===== src/pkg/ccp_pkg.sv =====
/*
 * Constants for the two-unit capture/compare/PWM register block.
 * Assumes a classic Wishbone slave with 32-bit data and byte addresses.
 */
// How it works
// - control bit 7 enables the unit; zero disables it.
// - control bit 5 reads back the output level; writes ignored.
// - control bit 4 picks left or right duty alignment in PWM only.
// - mode 1111 is PWM, 0000 resets the unit, 1100-1110 reserved.
// - mode 1000 sets output on match, 1001 clears it.
// - modes 1010/1011 pulse output on match; 1011 clears wide timer.
// - modes 0010/0001 toggle output on match; 0001 clears wide timer.
// - capture on any edge 0011, falling 0100, rising 0101.
// - capture every 4th rising edge 0110, every 16th 0111.
// - every mode event sets the unit flag and converter trigger if chosen.
// - capture source select picks pin, comparators, pin change, logic cells 0-3.
// - capture copies wide timer low and high bytes into data bytes.
// - compare matches data bytes against wide timer bytes.
// - right aligned: low byte is bits 7:0, high bits 1:0 top.
// - left aligned: high byte is top eight, low bits 7:6 bottom.
// - unit timer choice 01 picks period timer a, 10 period timer b.
// - standalone PWM timer choices in bits 7-6 and 5-4, same codes.
// - after period match: restart, set output unless zero duty, latch duty.
// - output goes low when 10-bit time base equals buffered duty.
package ccp_pkg;
   // ------------------------------------------------------------
   // register map, 4 registers per unit then shared route
   // ------------------------------------------------------------
   localparam logic [7:0] CCP_UNIT_STRIDE   = 8'h10;
   localparam logic [7:0] CCP_OFF_CONTROL   = 8'h00;
   localparam logic [7:0] CCP_OFF_CAPSEL    = 8'h04;
   localparam logic [7:0] CCP_OFF_DATA_LOW  = 8'h08;
   localparam logic [7:0] CCP_OFF_DATA_HIGH = 8'h0c;
   localparam logic [7:0] CCP_OFF_ROUTE     = 8'h20;
   localparam logic [7:0] CCP_OFF_FLAGS     = 8'h24;
   // ------------------------------------------------------------
   // fields and resets
   // ------------------------------------------------------------
   localparam int         CCP_BIT_ENABLE  = 7;
   localparam int         CCP_BIT_OUT     = 5;
   localparam int         CCP_BIT_ALIGN   = 4;
   localparam logic [7:0] CCP_CONTROL_RST = 8'h00;
   localparam logic [7:0] CCP_CAPSEL_RST  = 8'h00;
   localparam logic [7:0] CCP_ROUTE_RST   = 8'h55;
   localparam logic [7:0] CCP_CONTROL_WMASK = 8'h9f;
   localparam logic [7:0] CCP_CAPSEL_WMASK  = 8'h07;
   // ------------------------------------------------------------
   // modes and timer codes
   // ------------------------------------------------------------
   localparam logic [3:0] CCP_M_OFF      = 4'h0;
   localparam logic [3:0] CCP_M_TOG_CLR  = 4'h1;
   localparam logic [3:0] CCP_M_TOG      = 4'h2;
   localparam logic [3:0] CCP_M_CAP_ANY  = 4'h3;
   localparam logic [3:0] CCP_M_CAP_FALL = 4'h4;
   localparam logic [3:0] CCP_M_CAP_RISE = 4'h5;
   localparam logic [3:0] CCP_M_CAP_4    = 4'h6;
   localparam logic [3:0] CCP_M_CAP_16   = 4'h7;
   localparam logic [3:0] CCP_M_SET      = 4'h8;
   localparam logic [3:0] CCP_M_CLR      = 4'h9;
   localparam logic [3:0] CCP_M_PULSE    = 4'ha;
   localparam logic [3:0] CCP_M_PULSE_CL = 4'hb;
   localparam logic [3:0] CCP_M_PWM      = 4'hf;
   localparam logic [1:0] CCP_T_A        = 2'h1;
   localparam logic [1:0] CCP_T_B        = 2'h2;
endpackage


===== src/rtl/ccp_regs.sv =====
/*
 * Two capture/compare/PWM units, their registers and two standalone PWM
 * timer routes, behind a classic Wishbone slave.
 * Assumes timers, their 10-bit time bases and trigger sources are
 * synchronous to clk_i; wide timer clear is a request to the timer.
 */
// Design decisions made here: the register offsets and the Wishbone register port.
`timescale 1ns/1ps
module ccp_regs
   import ccp_pkg::*;
(
   // clock and reset
   input  wire logic        clk_i,
   input  wire logic        rst_i,
   // wishbone slave
   input  wire logic        cyc_i,
   input  wire logic        stb_i,
   input  wire logic        we_i,
   input  wire logic [7:0]  adr_i,
   input  wire logic [3:0]  sel_i,
   input  wire logic [31:0] dat_i,
   output logic      [31:0] dat_o,
   output logic             ack_o,
   // timers
   input  wire logic [15:0] wide_timer_i,
   input  wire logic [9:0]  period_base_a_i,
   input  wire logic [9:0]  period_base_b_i,
   input  wire logic        period_wrap_a_i,
   input  wire logic        period_wrap_b_i,
   // capture sources, unused seconds tick and converter unit select
   input  wire logic [1:0]  remapped_input_pin_i,
   input  wire logic        comparator_one_result_i,
   input  wire logic        comparator_two_result_i,
   input  wire logic        pin_change_event_i,
   input  wire logic [3:0]  logic_cell_result_i,
   input  wire logic        calendar_seconds_tick_i,
   input  wire logic [1:0]  converter_source_i,
   // unit outputs
   output logic      [1:0]  unit_out_o,
   output logic      [1:0]  unit_interrupt_flag_o,
   output logic             wide_timer_clear_o,
   output logic             converter_trigger_o,
   output logic      [1:0]  pwm_a_timer_o,
   output logic      [1:0]  pwm_b_timer_o
);
   // ------------------------------------------------------------
   // bus slave
   // ------------------------------------------------------------
   logic       req;
   logic       wr;
   logic [7:0] wbyte;
   logic [7:0] timer_route_select;
   logic [1:0] flag_clr;

   assign req   = cyc_i & stb_i & ~ack_o;
   assign wr    = req & we_i & sel_i[0];
   assign wbyte = dat_i[7:0];

   always_ff @(posedge clk_i) begin
      if (rst_i) begin
         ack_o <= 1'b0;
      end else begin
         ack_o <= req;
      end
   end

   always_ff @(posedge clk_i) begin
      if (rst_i) begin
         timer_route_select <= CCP_ROUTE_RST;
      end else if (wr && adr_i == CCP_OFF_ROUTE) begin
         timer_route_select <= wbyte;
      end
   end

   // flag bits cleared by writing one
   assign flag_clr = (wr && adr_i == CCP_OFF_FLAGS) ? wbyte[1:0] : 2'h0;

   // ------------------------------------------------------------
   // standalone PWM routes; reserved codes shown as zero
   // ------------------------------------------------------------
   always_ff @(posedge clk_i) begin
      if (rst_i) begin
         pwm_a_timer_o <= 2'h0;
         pwm_b_timer_o <= 2'h0;
      end else begin
         pwm_a_timer_o <= (timer_route_select[5:4] == CCP_T_A ||
                           timer_route_select[5:4] == CCP_T_B) ?
                          timer_route_select[5:4] : 2'h0;
         pwm_b_timer_o <= (timer_route_select[7:6] == CCP_T_A ||
                           timer_route_select[7:6] == CCP_T_B) ?
                          timer_route_select[7:6] : 2'h0;
      end
   end

   // ------------------------------------------------------------
   // per unit logic
   // ------------------------------------------------------------
   logic [7:0] unit_control [2];
   logic [7:0] capsel       [2];
   logic [7:0] data_low     [2];
   logic [7:0] data_high    [2];
   logic [1:0] clr_req;
   logic [1:0] event_hit;

   genvar u;
   generate
      for (u = 0; u < 2; u++) begin : g_unit
         localparam logic [7:0] BASE = CCP_UNIT_STRIDE * 8'(u);
         logic [3:0] mode;
         logic       en;
         logic       align;
         logic [1:0] tsel;
         logic       tsel_ok;
         logic       src;
         logic       src_q;
         logic       rise;
         logic       fall;
         logic [3:0] prescale;
         logic       cap_hit;
         logic       match;
         logic       match_q;
         logic       cmp_hit;
         logic       cmp_mode;
         logic       pulse_on;
         logic [9:0] duty;
         logic [9:0] duty_buf;
         logic [9:0] base;
         logic       wrap;
         logic       active;

         assign mode  = unit_control[u][3:0];
         assign en    = unit_control[u][CCP_BIT_ENABLE];
         assign align = unit_control[u][CCP_BIT_ALIGN];
         assign tsel  = (u == 0) ? timer_route_select[1:0] : timer_route_select[3:2];
         assign tsel_ok = (tsel == CCP_T_A) || (tsel == CCP_T_B);
         assign active  = en && tsel_ok && mode != CCP_M_OFF;

         // ------------------------------------------------------
         // capture source mux
         // ------------------------------------------------------
         always_comb begin
            case (capsel[u][2:0])
               3'h0: src = remapped_input_pin_i[u];
               3'h1: src = comparator_one_result_i;
               3'h2: src = comparator_two_result_i;
               3'h3: src = pin_change_event_i;
               3'h4: src = logic_cell_result_i[0];
               3'h5: src = logic_cell_result_i[1];
               3'h6: src = logic_cell_result_i[2];
               default: src = logic_cell_result_i[3];
            endcase
         end

         always_ff @(posedge clk_i) begin
            if (rst_i) begin
               src_q <= 1'b0;
            end else begin
               src_q <= src;
            end
         end
         assign rise = src & ~src_q;
         assign fall = ~src & src_q;

         // ------------------------------------------------------
         // capture edge selection
         // ------------------------------------------------------
         always_comb begin
            case (mode)
               CCP_M_CAP_ANY:  cap_hit = rise | fall;
               CCP_M_CAP_FALL: cap_hit = fall;
               CCP_M_CAP_RISE: cap_hit = rise;
               CCP_M_CAP_4:    cap_hit = rise && prescale[1:0] == 2'h3;
               CCP_M_CAP_16:   cap_hit = rise && prescale == 4'hf;
               default:        cap_hit = 1'b0;
            endcase
            cap_hit = cap_hit & active;
         end

         always_ff @(posedge clk_i) begin
            if (rst_i || !active) begin
               prescale <= 4'h0;
            end else if (rise) begin
               prescale <= prescale + 4'h1;
            end
         end

         // ------------------------------------------------------
         // compare on both bytes, one event per match entry
         // ------------------------------------------------------
         assign match   = (wide_timer_i[7:0] == data_low[u]) &&
                          (wide_timer_i[15:8] == data_high[u]);

         // modes that act on a compare match
         always_comb begin
            case (mode)
               CCP_M_TOG_CLR,
               CCP_M_TOG,
               CCP_M_SET,
               CCP_M_CLR,
               CCP_M_PULSE,
               CCP_M_PULSE_CL: cmp_mode = 1'b1;
               default:        cmp_mode = 1'b0;
            endcase
         end

         assign cmp_hit = active && match && !match_q && cmp_mode;
         always_ff @(posedge clk_i) begin
            if (rst_i) begin
               match_q <= 1'b0;
            end else begin
               match_q <= match;
            end
         end

         // ------------------------------------------------------
         // pwm time base and duty format
         // ------------------------------------------------------
         assign base = (tsel == CCP_T_B) ? period_base_b_i : period_base_a_i;
         assign wrap = (tsel == CCP_T_B) ? period_wrap_b_i : period_wrap_a_i;
         assign duty = align ? {data_high[u], data_low[u][7:6]}
                             : {data_high[u][1:0], data_low[u]};

         // ------------------------------------------------------
         // registers; capture loads the data bytes
         // ------------------------------------------------------
         always_ff @(posedge clk_i) begin
            if (rst_i) begin
               unit_control[u] <= CCP_CONTROL_RST;
               capsel[u]       <= CCP_CAPSEL_RST;
               data_low[u]     <= 8'h00;
               data_high[u]    <= 8'h00;
            end else begin
               if (wr && adr_i == BASE + CCP_OFF_CONTROL) begin
                  unit_control[u] <= wbyte & CCP_CONTROL_WMASK;
               end
               if (wr && adr_i == BASE + CCP_OFF_CAPSEL) begin
                  capsel[u] <= wbyte & CCP_CAPSEL_WMASK;
               end
               if (cap_hit) begin
                  data_low[u]  <= wide_timer_i[7:0];
                  data_high[u] <= wide_timer_i[15:8];
               end else begin
                  if (wr && adr_i == BASE + CCP_OFF_DATA_LOW) begin
                     data_low[u] <= wbyte;
                  end
                  if (wr && adr_i == BASE + CCP_OFF_DATA_HIGH) begin
                     data_high[u] <= wbyte;
                  end
               end
            end
         end

         // ------------------------------------------------------
         // output level
         // ------------------------------------------------------
         always_ff @(posedge clk_i) begin
            if (rst_i || mode == CCP_M_OFF || !en) begin
               unit_out_o[u] <= 1'b0;
               pulse_on      <= 1'b0;
               duty_buf      <= 10'h000;
            end else if (tsel_ok) begin
               pulse_on <= 1'b0;
               if (mode == CCP_M_PWM) begin
                  if (wrap) begin
                     duty_buf      <= duty;
                     unit_out_o[u] <= (duty != 10'h000);
                  end else if (base == duty_buf) begin
                     unit_out_o[u] <= 1'b0;
                  end
               end else if (pulse_on) begin
                  unit_out_o[u] <= 1'b0;
               end else if (cmp_hit) begin
                  case (mode)
                     CCP_M_SET:                 unit_out_o[u] <= 1'b1;
                     CCP_M_CLR:                 unit_out_o[u] <= 1'b0;
                     CCP_M_PULSE, CCP_M_PULSE_CL: begin
                        unit_out_o[u] <= 1'b1;
                        pulse_on      <= 1'b1;
                     end
                     CCP_M_TOG, CCP_M_TOG_CLR: unit_out_o[u] <= ~unit_out_o[u];
                     default:                   unit_out_o[u] <= unit_out_o[u];
                  endcase
               end
            end
         end

         assign clr_req[u]   = cmp_hit && (mode == CCP_M_TOG_CLR || mode == CCP_M_PULSE_CL);
         assign event_hit[u] = cap_hit | cmp_hit |
                               (active && mode == CCP_M_PWM && wrap);

         // ------------------------------------------------------
         // sticky flag, set wins over clear
         // ------------------------------------------------------
         always_ff @(posedge clk_i) begin
            if (rst_i) begin
               unit_interrupt_flag_o[u] <= 1'b0;
            end else if (event_hit[u]) begin
               unit_interrupt_flag_o[u] <= 1'b1;
            end else if (flag_clr[u]) begin
               unit_interrupt_flag_o[u] <= 1'b0;
            end
         end
      end
   endgenerate

   // ------------------------------------------------------------
   // timer clear request and converter trigger
   // ------------------------------------------------------------
   always_ff @(posedge clk_i) begin
      if (rst_i) begin
         wide_timer_clear_o  <= 1'b0;
         converter_trigger_o <= 1'b0;
      end else begin
         wide_timer_clear_o  <= |clr_req;
         converter_trigger_o <= |(event_hit & converter_source_i);
      end
   end

   // ------------------------------------------------------------
   // read mux
   // ------------------------------------------------------------
   logic [7:0] rbyte;
   always_comb begin
      rbyte = 8'h00;
      for (int i = 0; i < 2; i++) begin
         if (adr_i == CCP_UNIT_STRIDE * 8'(i) + CCP_OFF_CONTROL) begin
            rbyte = unit_control[i];
            rbyte[CCP_BIT_OUT] = unit_out_o[i];
         end
         if (adr_i == CCP_UNIT_STRIDE * 8'(i) + CCP_OFF_CAPSEL) begin
            rbyte = capsel[i];
         end
         if (adr_i == CCP_UNIT_STRIDE * 8'(i) + CCP_OFF_DATA_LOW) begin
            rbyte = data_low[i];
         end
         if (adr_i == CCP_UNIT_STRIDE * 8'(i) + CCP_OFF_DATA_HIGH) begin
            rbyte = data_high[i];
         end
      end
      if (adr_i == CCP_OFF_ROUTE) begin
         rbyte = timer_route_select;
      end
      if (adr_i == CCP_OFF_FLAGS) begin
         rbyte = {6'h00, unit_interrupt_flag_o};
      end
   end

   always_ff @(posedge clk_i) begin
      if (rst_i) begin
         dat_o <= 32'h0000_0000;
      end else if (req) begin
         dat_o <= {24'h00_0000, rbyte};
      end
   end
endmodule


===== config.mk =====
export PLATFORM = sky130hd
export DESIGN_NAME = ccp_regs
export DESIGN_NICKNAME = d
export VERILOG_FILES = /design/src/pkg/ccp_pkg.sv /design/src/rtl/ccp_regs.sv
export SDC_FILE = /design/constraint.sdc
export NUM_CORES = 1
export LEC_CHECK = 0
export BUFFER_PORTS_ARGS = -buffer_cell sky130_fd_sc_hd__buf_4
export CORE_MARGIN = 1
export CORE_UTILIZATION = 60
export DETAILED_ROUTE_END_ITERATION = 16
export PLACE_DENSITY_LB_ADDON = 0.2
export SLEW_MARGIN = 20
export SYNTH_ARGS = -nofsm -noshare
export SYNTH_HDL_FRONTEND = slang
export SYNTH_SLANG_ARGS = --single-unit
export TNS_END_PERCENT = 5

===== constraint.sdc =====
create_clock -name clk_i -period 5.9 [get_ports clk_i]
set_input_delay 0.295 -clock clk_i [delete_from_list [all_inputs] [get_ports clk_i]]
set_output_delay 0.295 -clock clk_i [all_outputs]
set_load 0.01 [all_outputs]

==> flow_metrics.env, run 1 <==
export IMPL_status="finished, final reports clean"
export IMPL_grt_ovfl_total=0
export IMPL_worst_path_max_fanout=9
export IMPL_pin_count=142
export IMPL_grt_antenna_before_repair=0
export IMPL_clk_pin_slew_ns=0.08
export IMPL_port_buffers=89
export IMPL_grt_pass1_wl_mm=29.3
export IMPL_final_cell_count_no_fill=900
export IMPL_worst_setup_path_type="reg2reg"
export IMPL_synth_edff_count=50
export IMPL_relSlewSlack_pct=31.3
export IMPL_via_per_inst=6.54
export IMPL_holdCritPathClass="in2reg"
export IMPL_multi_input_area_um2=3790
export IMPL_cp_startpoint="capsel[1][0]"
export IMPL_ant_nets=0
export IMPL_drtPass1Iterations=8
export IMPL_cts_tree="done"
export IMPL_leakagePower_nw=2.90
export IMPL_clk_latency_ns=0.36
export IMPL_clock_sinks=111
export IMPL_finalSetupViolCount=0
export IMPL_clk_path_buf_depth=2
export IMPL_synthSimpleGateAreaFrac_pct=17.4
export IMPL_post_route_period_util_pct=60.7
export IMPL_yosysMostFrequentCell="nor2_1"
export IMPL_synth_common_cells="nor2_1, mux2i_1, dfxtp_1, edfxtp_1, xor2_1"
export IMPL_synth_main_ff_cell="dfxtp_1"
export IMPL_synth_compound_area_share_pct=15.5
export IMPL_skew_ns=0.00786
export IMPL_grt_max_degree=38
export IMPL_setup_tns_ns=0
export IMPL_crit_path_end_kind="flip-flop"
export IMPL_required_ns=5.92
export IMPL_die_w_um=109
export IMPL_synth_top_cell_by_area="edfxtp_1"
export IMPL_drv_slew=0
export IMPL_die_h_um=109
export IMPL_cts_setup_buffers=0
export IMPL_critPathLaunchType="flip-flop"
export IMPL_num_vias=5884
export IMPL_syn_area_um2=6840
export IMPL_yosysUniqueCellTypes=65
export IMPL_hpwlAfterDp_mm=14.3
export IMPL_syn_area_per_cell_um2=9.78
export IMPL_coreArea_um2=11000
export IMPL_drv_cap=0
export IMPL_met1_usage_pct=43.9
export IMPL_synth_seq_cells=111
export IMPL_async_reset_ff_share_pct=0
export IMPL_ir_drop_v=0.000213
export IMPL_use_met2_pct=54.6
export IMPL_r2r_end="data_low[1][0]"
export IMPL_synthCells=700
export IMPL_synthAdderAreaFrac_pct=1.46
export IMPL_r2r_setup_slack_ns=2.32
export IMPL_num_rows=38
export IMPL_drc=0
export IMPL_fin_nets=862
export IMPL_rr_startpoint="capsel[1][0]"
export IMPL_gr_usage_met3_pct=4.96
export IMPL_yosys_top_cells_area="edfxtp_1, dfxtp_1, mux2i_1"
export IMPL_synth_area_mux_share_pct=11.7
export IMPL_fill_cells=838
export IMPL_cts_resized=0
export IMPL_die_area_um2=11800
export IMPL_grt_pass1_vias=5417
export IMPL_syn_to_final_growth_pct=12.5
export IMPL_crit_end="data_low[1][0]"
export IMPL_rsz0062_at_grt="false"
export IMPL_cts_hold_fix_buffers=0
export IMPL_drt_wl_total_mm=19.1
export IMPL_drive_gt1_share_pct=17.4
export IMPL_arrival_ns=3.60
export IMPL_diodes=0
export IMPL_ys_seq_area_share_pct=39.8
export IMPL_place_congestion=0.967
export IMPL_min_period_ns=3.58
export IMPL_wl_per_cell_um=21.3
export IMPL_h_tree_depth=3
export IMPL_synth_xor_area_share_pct=7.68
export IMPL_synth_top_cell_area_share_pct=21.9
export IMPL_start_util_pct=62.3
export IMPL_reg2regPathDepth=10
export IMPL_drt_iter0_drc=564
export IMPL_placed_cells=884
export IMPL_worst_slew_pin_slew_ns=1.03
export IMPL_grt_busiest_layer="met2"
export IMPL_cts_buffers=9
export IMPL_track_usage_pct=33.5
export IMPL_cts_root_buf="clkbuf_16"
export IMPL_powerDensity_nw_per_um2=217
export IMPL_fmax_ghz=0.279
export IMPL_synth_top_family_by_area="simple AND/OR/NAND/NOR gates"
export IMPL_ys_warn_count=0
export IMPL_seq_area_um2=2720
export IMPL_hold_viol=0
## layout by cell type, fill, tap and decap left out, types with 16 or more instances in the layout
| cell type | instances |
|---|---|
| o21ai_0 | 21 |
| xnor2_1 | 23 |
| xor2_1 | 37 |
| nor2_1 | 63 |
| conb_1 | 24 |
| buf_4 | 89 |
| nand4_1 | 17 |
| mux2i_1 | 64 |
| nand2_1 | 30 |
| a22o_1 | 34 |
| a21oi_1 | 20 |
| dfxtp_1 | 61 |
| nor3_1 | 16 |
| a211oi_1 | 24 |
| and2_1 | 23 |
| edfxtp_1 | 50 |
## area by class of cell
class,count,area share (%)
clock buffer,9,2.93
clock inverter,7,0.829
inverter,15,0.731
multi-input combinational,529,49.2
sequential,111,35.4
tap,140,2.28
timing repair buffer,89,8.68
## through the flow
step	hold WS [ns]	area [um2]	power (mW)	utilization, %	worst slack (ns)
CTS	0.223	7690	1.67	70.0	2.35
detailed placement	0.475	7400	1.08	67.4	2.35
finish	0.220	7700	1.67	70.1	2.32
global route	0.221	7700	1.72	70.1	2.12
global placement	0.462	7390	1.07	67.3	2.44
floorplan	0.423	6930	0.995	-	2.92
## worst max-delay path, stage by stage (launching register included)
cell and delay (ns):
edfxtp_1 0.42, mux4_2 0.51, mux2i_1 0.32, inv_1 0.10
ha_1 0.29, and3b_1 0.16, o211ai_1 0.16, a31oi_1 0.14
nor2_1 0.29, and4b_1 0.44, nand2b_1 0.41
## worst min path at each step
stage                          start                     to  depth (start not counted)
2_1_floorplan               dat_i[4]  timer_route_select[4]                          2
3_3_place_gp                dat_o[7]               dat_o[7]                          2
3_5_place_dp   timer_route_select[4]       pwm_a_timer_o[1]                          1
4_1_cts                     dat_i[6]  timer_route_select[6]                          3
5_1_grt        converter_source_i[1]    converter_trigger_o                          3
6_report                    dat_i[5]  timer_route_select[5]                          3
## cell families (layout without fill, tap and decap cells)
family          after synthesis  after routing
simple gates                221            221
buf+inv                      83            120
fa+ha+maj                     8              8
xor+xnor                     60             60
compound gates              144            144
other cells                   1             24
mux                          72             72
flops                       111            111
## routing by layer
metal / share of wire (%) / vias to the layer above
met4: 3.9 / 0
met5: 0 / -
met2: 46 / 409
met3: 10 / 76
li1: - / 2669
met1: 40 / 2730
## report_power, final
part	switching [mW]	internal, mW
sequential	0.0356	0.823
clock	0.308	0.297
combinational	0.118	0.0912
## sequential cells by signal (all words and copies together), names as in the netlist, 6 cells and up
| name | flops |
|---|---|
| unit_control | 12 |
| data_low | 16 |
| g_unit.duty_buf | 20 |
| g_unit.prescale | 8 |
| dat_o | 8 |
| capsel | 6 |
| timer_route_select | 8 |
| data_high | 16 |
Power figures use the tool's default switching activity.
==> run 2: changes to the inputs <==
--- a/config.mk
+++ b/config.mk
@@ -7,7 +7,7 @@
 export LEC_CHECK = 0
 export BUFFER_PORTS_ARGS = -buffer_cell sky130_fd_sc_hd__buf_4
 export CORE_MARGIN = 1
-export CORE_UTILIZATION = 60
+export CORE_UTILIZATION = 50
 export DETAILED_ROUTE_END_ITERATION = 16
 export PLACE_DENSITY_LB_ADDON = 0.2
 export SLEW_MARGIN = 20
==> constraint.sdc (replaced) <==
create_clock -name clk_i -period 3.1 [get_ports clk_i]
set_input_delay 0.155 -clock clk_i [delete_from_list [all_inputs] [get_ports clk_i]]
set_output_delay 0.155 -clock clk_i [all_outputs]
set_load 0.01 [all_outputs]
==> run 2 against run 1 <==
Effect of this change: sequential share of layout area shrank 1.8 points; sequential power increased by 90%; first-iteration DRC count fell by 30%; combinational power increased by 110%; critical path type unchanged; largest power group unchanged; flip-flop and latch count is the same; final area grew 5.4%; clock-buffer cell count grew 4; critical path depth grew 1; clock skew is 0.0010 ns lower.
==> flow_metrics.env, run 2 (same netlist as run 1, synthesis figures left out) <==
export IMPL_critPathLaunchType="flip-flop"
export IMPL_worst_slew_pin_slew_ns=0.714
export IMPL_rsz0062_at_grt="true"
export IMPL_crit_path_end_kind="flip-flop"
export IMPL_cts_root_buf="clkbuf_16"
export IMPL_hpwlAfterDp_mm=15.1
export IMPL_num_vias=5860
export IMPL_wl_per_cell_um=20.8
export IMPL_rr_startpoint="capsel[1][0]"
export IMPL_cts_buffers=9
export IMPL_worst_path_max_fanout=3
export IMPL_worst_setup_path_type="reg2reg"
export IMPL_largest_register="g_unit.duty_buf"
export IMPL_p_total_mw=3.38
export IMPL_drv_slew=0
export IMPL_hp_start="converter_source_i[0]"
export IMPL_start_util_pct=51.5
export IMPL_grt_max_degree=38
export IMPL_fin_util_pct=61.0
export IMPL_die_w_um=119
export IMPL_clock_sinks=111
export IMPL_dpl_instance_area_um2=7660
export IMPL_setup_ws_ns=0.0363
export IMPL_clk_latency_ns=0.36
export IMPL_r2r_end="data_high[1][4]"
export IMPL_fmax_ghz=0.326
export IMPL_max_stage_delay_ns=0.56
export IMPL_drc=0
export IMPL_final_cell_count_no_fill=963
export IMPL_min_period_ns=3.06
export IMPL_num_rows=42
export IMPL_cts_hold_fix_buffers=0
export IMPL_ir_drop_v=0.000295
export IMPL_fin_nets=889
export IMPL_cp_num_cells=11
export IMPL_placed_cells=945
export IMPL_fill_cells=1136
export IMPL_clk_path_buf_depth=2
export IMPL_skew_ns=0.00685
export IMPL_finalSetupViolCount=0
export IMPL_status="finished, final reports clean"
export IMPL_syn_to_final_growth_pct=18.5
export IMPL_place_ws_ns=-0.130
export IMPL_grt_ovfl_total=0
export IMPL_critPathBufInv=2
export IMPL_ant_nets=0
export IMPL_hold_viol=0
export IMPL_holdCritPathClass="in2reg"
export IMPL_drt_iter0_drc=397
export IMPL_reg_top3="g_unit.duty_buf x20, data_high x16, data_low x16"
export IMPL_coreArea_um2=13300
export IMPL_pin_count=142
export IMPL_cts_tree="done"
export IMPL_cp_slowest_cell="mux4_2"
export IMPL_cp_startpoint="capsel[1][0]"
export IMPL_leakagePower_nw=3.08
export IMPL_critical_path_top_delay_family="simple AND/OR/NAND/NOR gates"
export IMPL_die_area_um2=14200
export IMPL_h_tree_depth=3
export IMPL_relSlewSlack_pct=51.1
export IMPL_diodes=0
export IMPL_grt_pass1_vias=5569
export IMPL_r2r_setup_slack_ns=0.04
export IMPL_track_usage_pct=29.2
export IMPL_drt_wl_total_mm=20.0
export IMPL_via_per_inst=6.09
export IMPL_final_common_cell="buf_4"
export IMPL_place_congestion=0.930
export IMPL_grt_pass1_wl_mm=31.2
export IMPL_port_buffers=89
export IMPL_hold_ws_ns=0.0776
export IMPL_die_h_um=119
export IMPL_cp_cell_sequence="mux4_2, mux2i_4, inv_2, ha_4, and3b_1, o211ai_1, a31oi_2, nor2_2, and4_4, nand2b_4, buf_4"
export IMPL_crit_end="data_high[1][4]"
export IMPL_clk_pin_slew_ns=0.07
export IMPL_required_ns=3.18
export IMPL_drv_cap=0
export IMPL_final_area_um2=8110
export IMPL_grt_antenna_before_repair=0
export IMPL_largest_reg_flops=20
export IMPL_layout_common_cells="buf_4, mux2i_1, nor2_1"
export IMPL_drive_gt1_share_pct=21.1
export IMPL_powerDensity_nw_per_um2=417
export IMPL_setup_tns_ns=0
export IMPL_post_route_period_util_pct=98.8
export IMPL_arrival_ns=3.15
export IMPL_reg2regPathDepth=11
export IMPL_drtPass1Iterations=5
==> run 2: layer usage <==
layer | wire length, um | GRT usage (%)
met1 | 8500 | 38.0
met2 | 9460 | 46.7
met3 | 1410 | 5.65
met4 | 669 | 13.4
met5 | 0 | 0
==> run 2: worst min-delay path by stage <==
stage                            end  slack (ns)  cells past startpoint
2_1_floorplan  timer_route_select[4]        0.28                      2
3_3_place_gp     converter_trigger_o        0.44                      3
3_5_place_dp     converter_trigger_o        0.44                      3
4_1_cts          converter_trigger_o        0.06                      3
5_1_grt          converter_trigger_o        0.07                      3
6_report         converter_trigger_o        0.08                      3
==> run 2: tightest hold or removal path: cells and delay by family <==
kind / cells / cell delay (ns)
compound gates: 2 / 0.12
buf+inv: 1 / 0.11
==> run 2: power by group <==
| part | internal (mW) | switching [mW] |
|---|---|---|
| Sequential | 1.57 | 0.0658 |
| Clock | 0.770 | 0.540 |
| Combinational | 0.202 | 0.241 |
| Total | 2.54 | 0.847 |
==> run 2: what timing repair did <==
action | 4_1_cts | 5_1_grt
resized for setup | 8 | 8
hold endpoints to repair | 0 | 0
setup buffers | 0 | 2
pin swaps | 1 | 4
cloned | 0 | 0
endpoints found under the setup margin | 50 | 64
==> run 2: area by class of cell <==
type	instances	area (um2)	share of cell area, %
Clock buffer	13	303	3.73
Clock inverter	3	43.8	0.540
Inverter	15	56.3	0.694
Multi-Input combinational cell	529	3850	47.5
Sequential cell	111	2720	33.6
Tap cell	176	220	2.72
Timing Repair Buffer	116	916	11.3
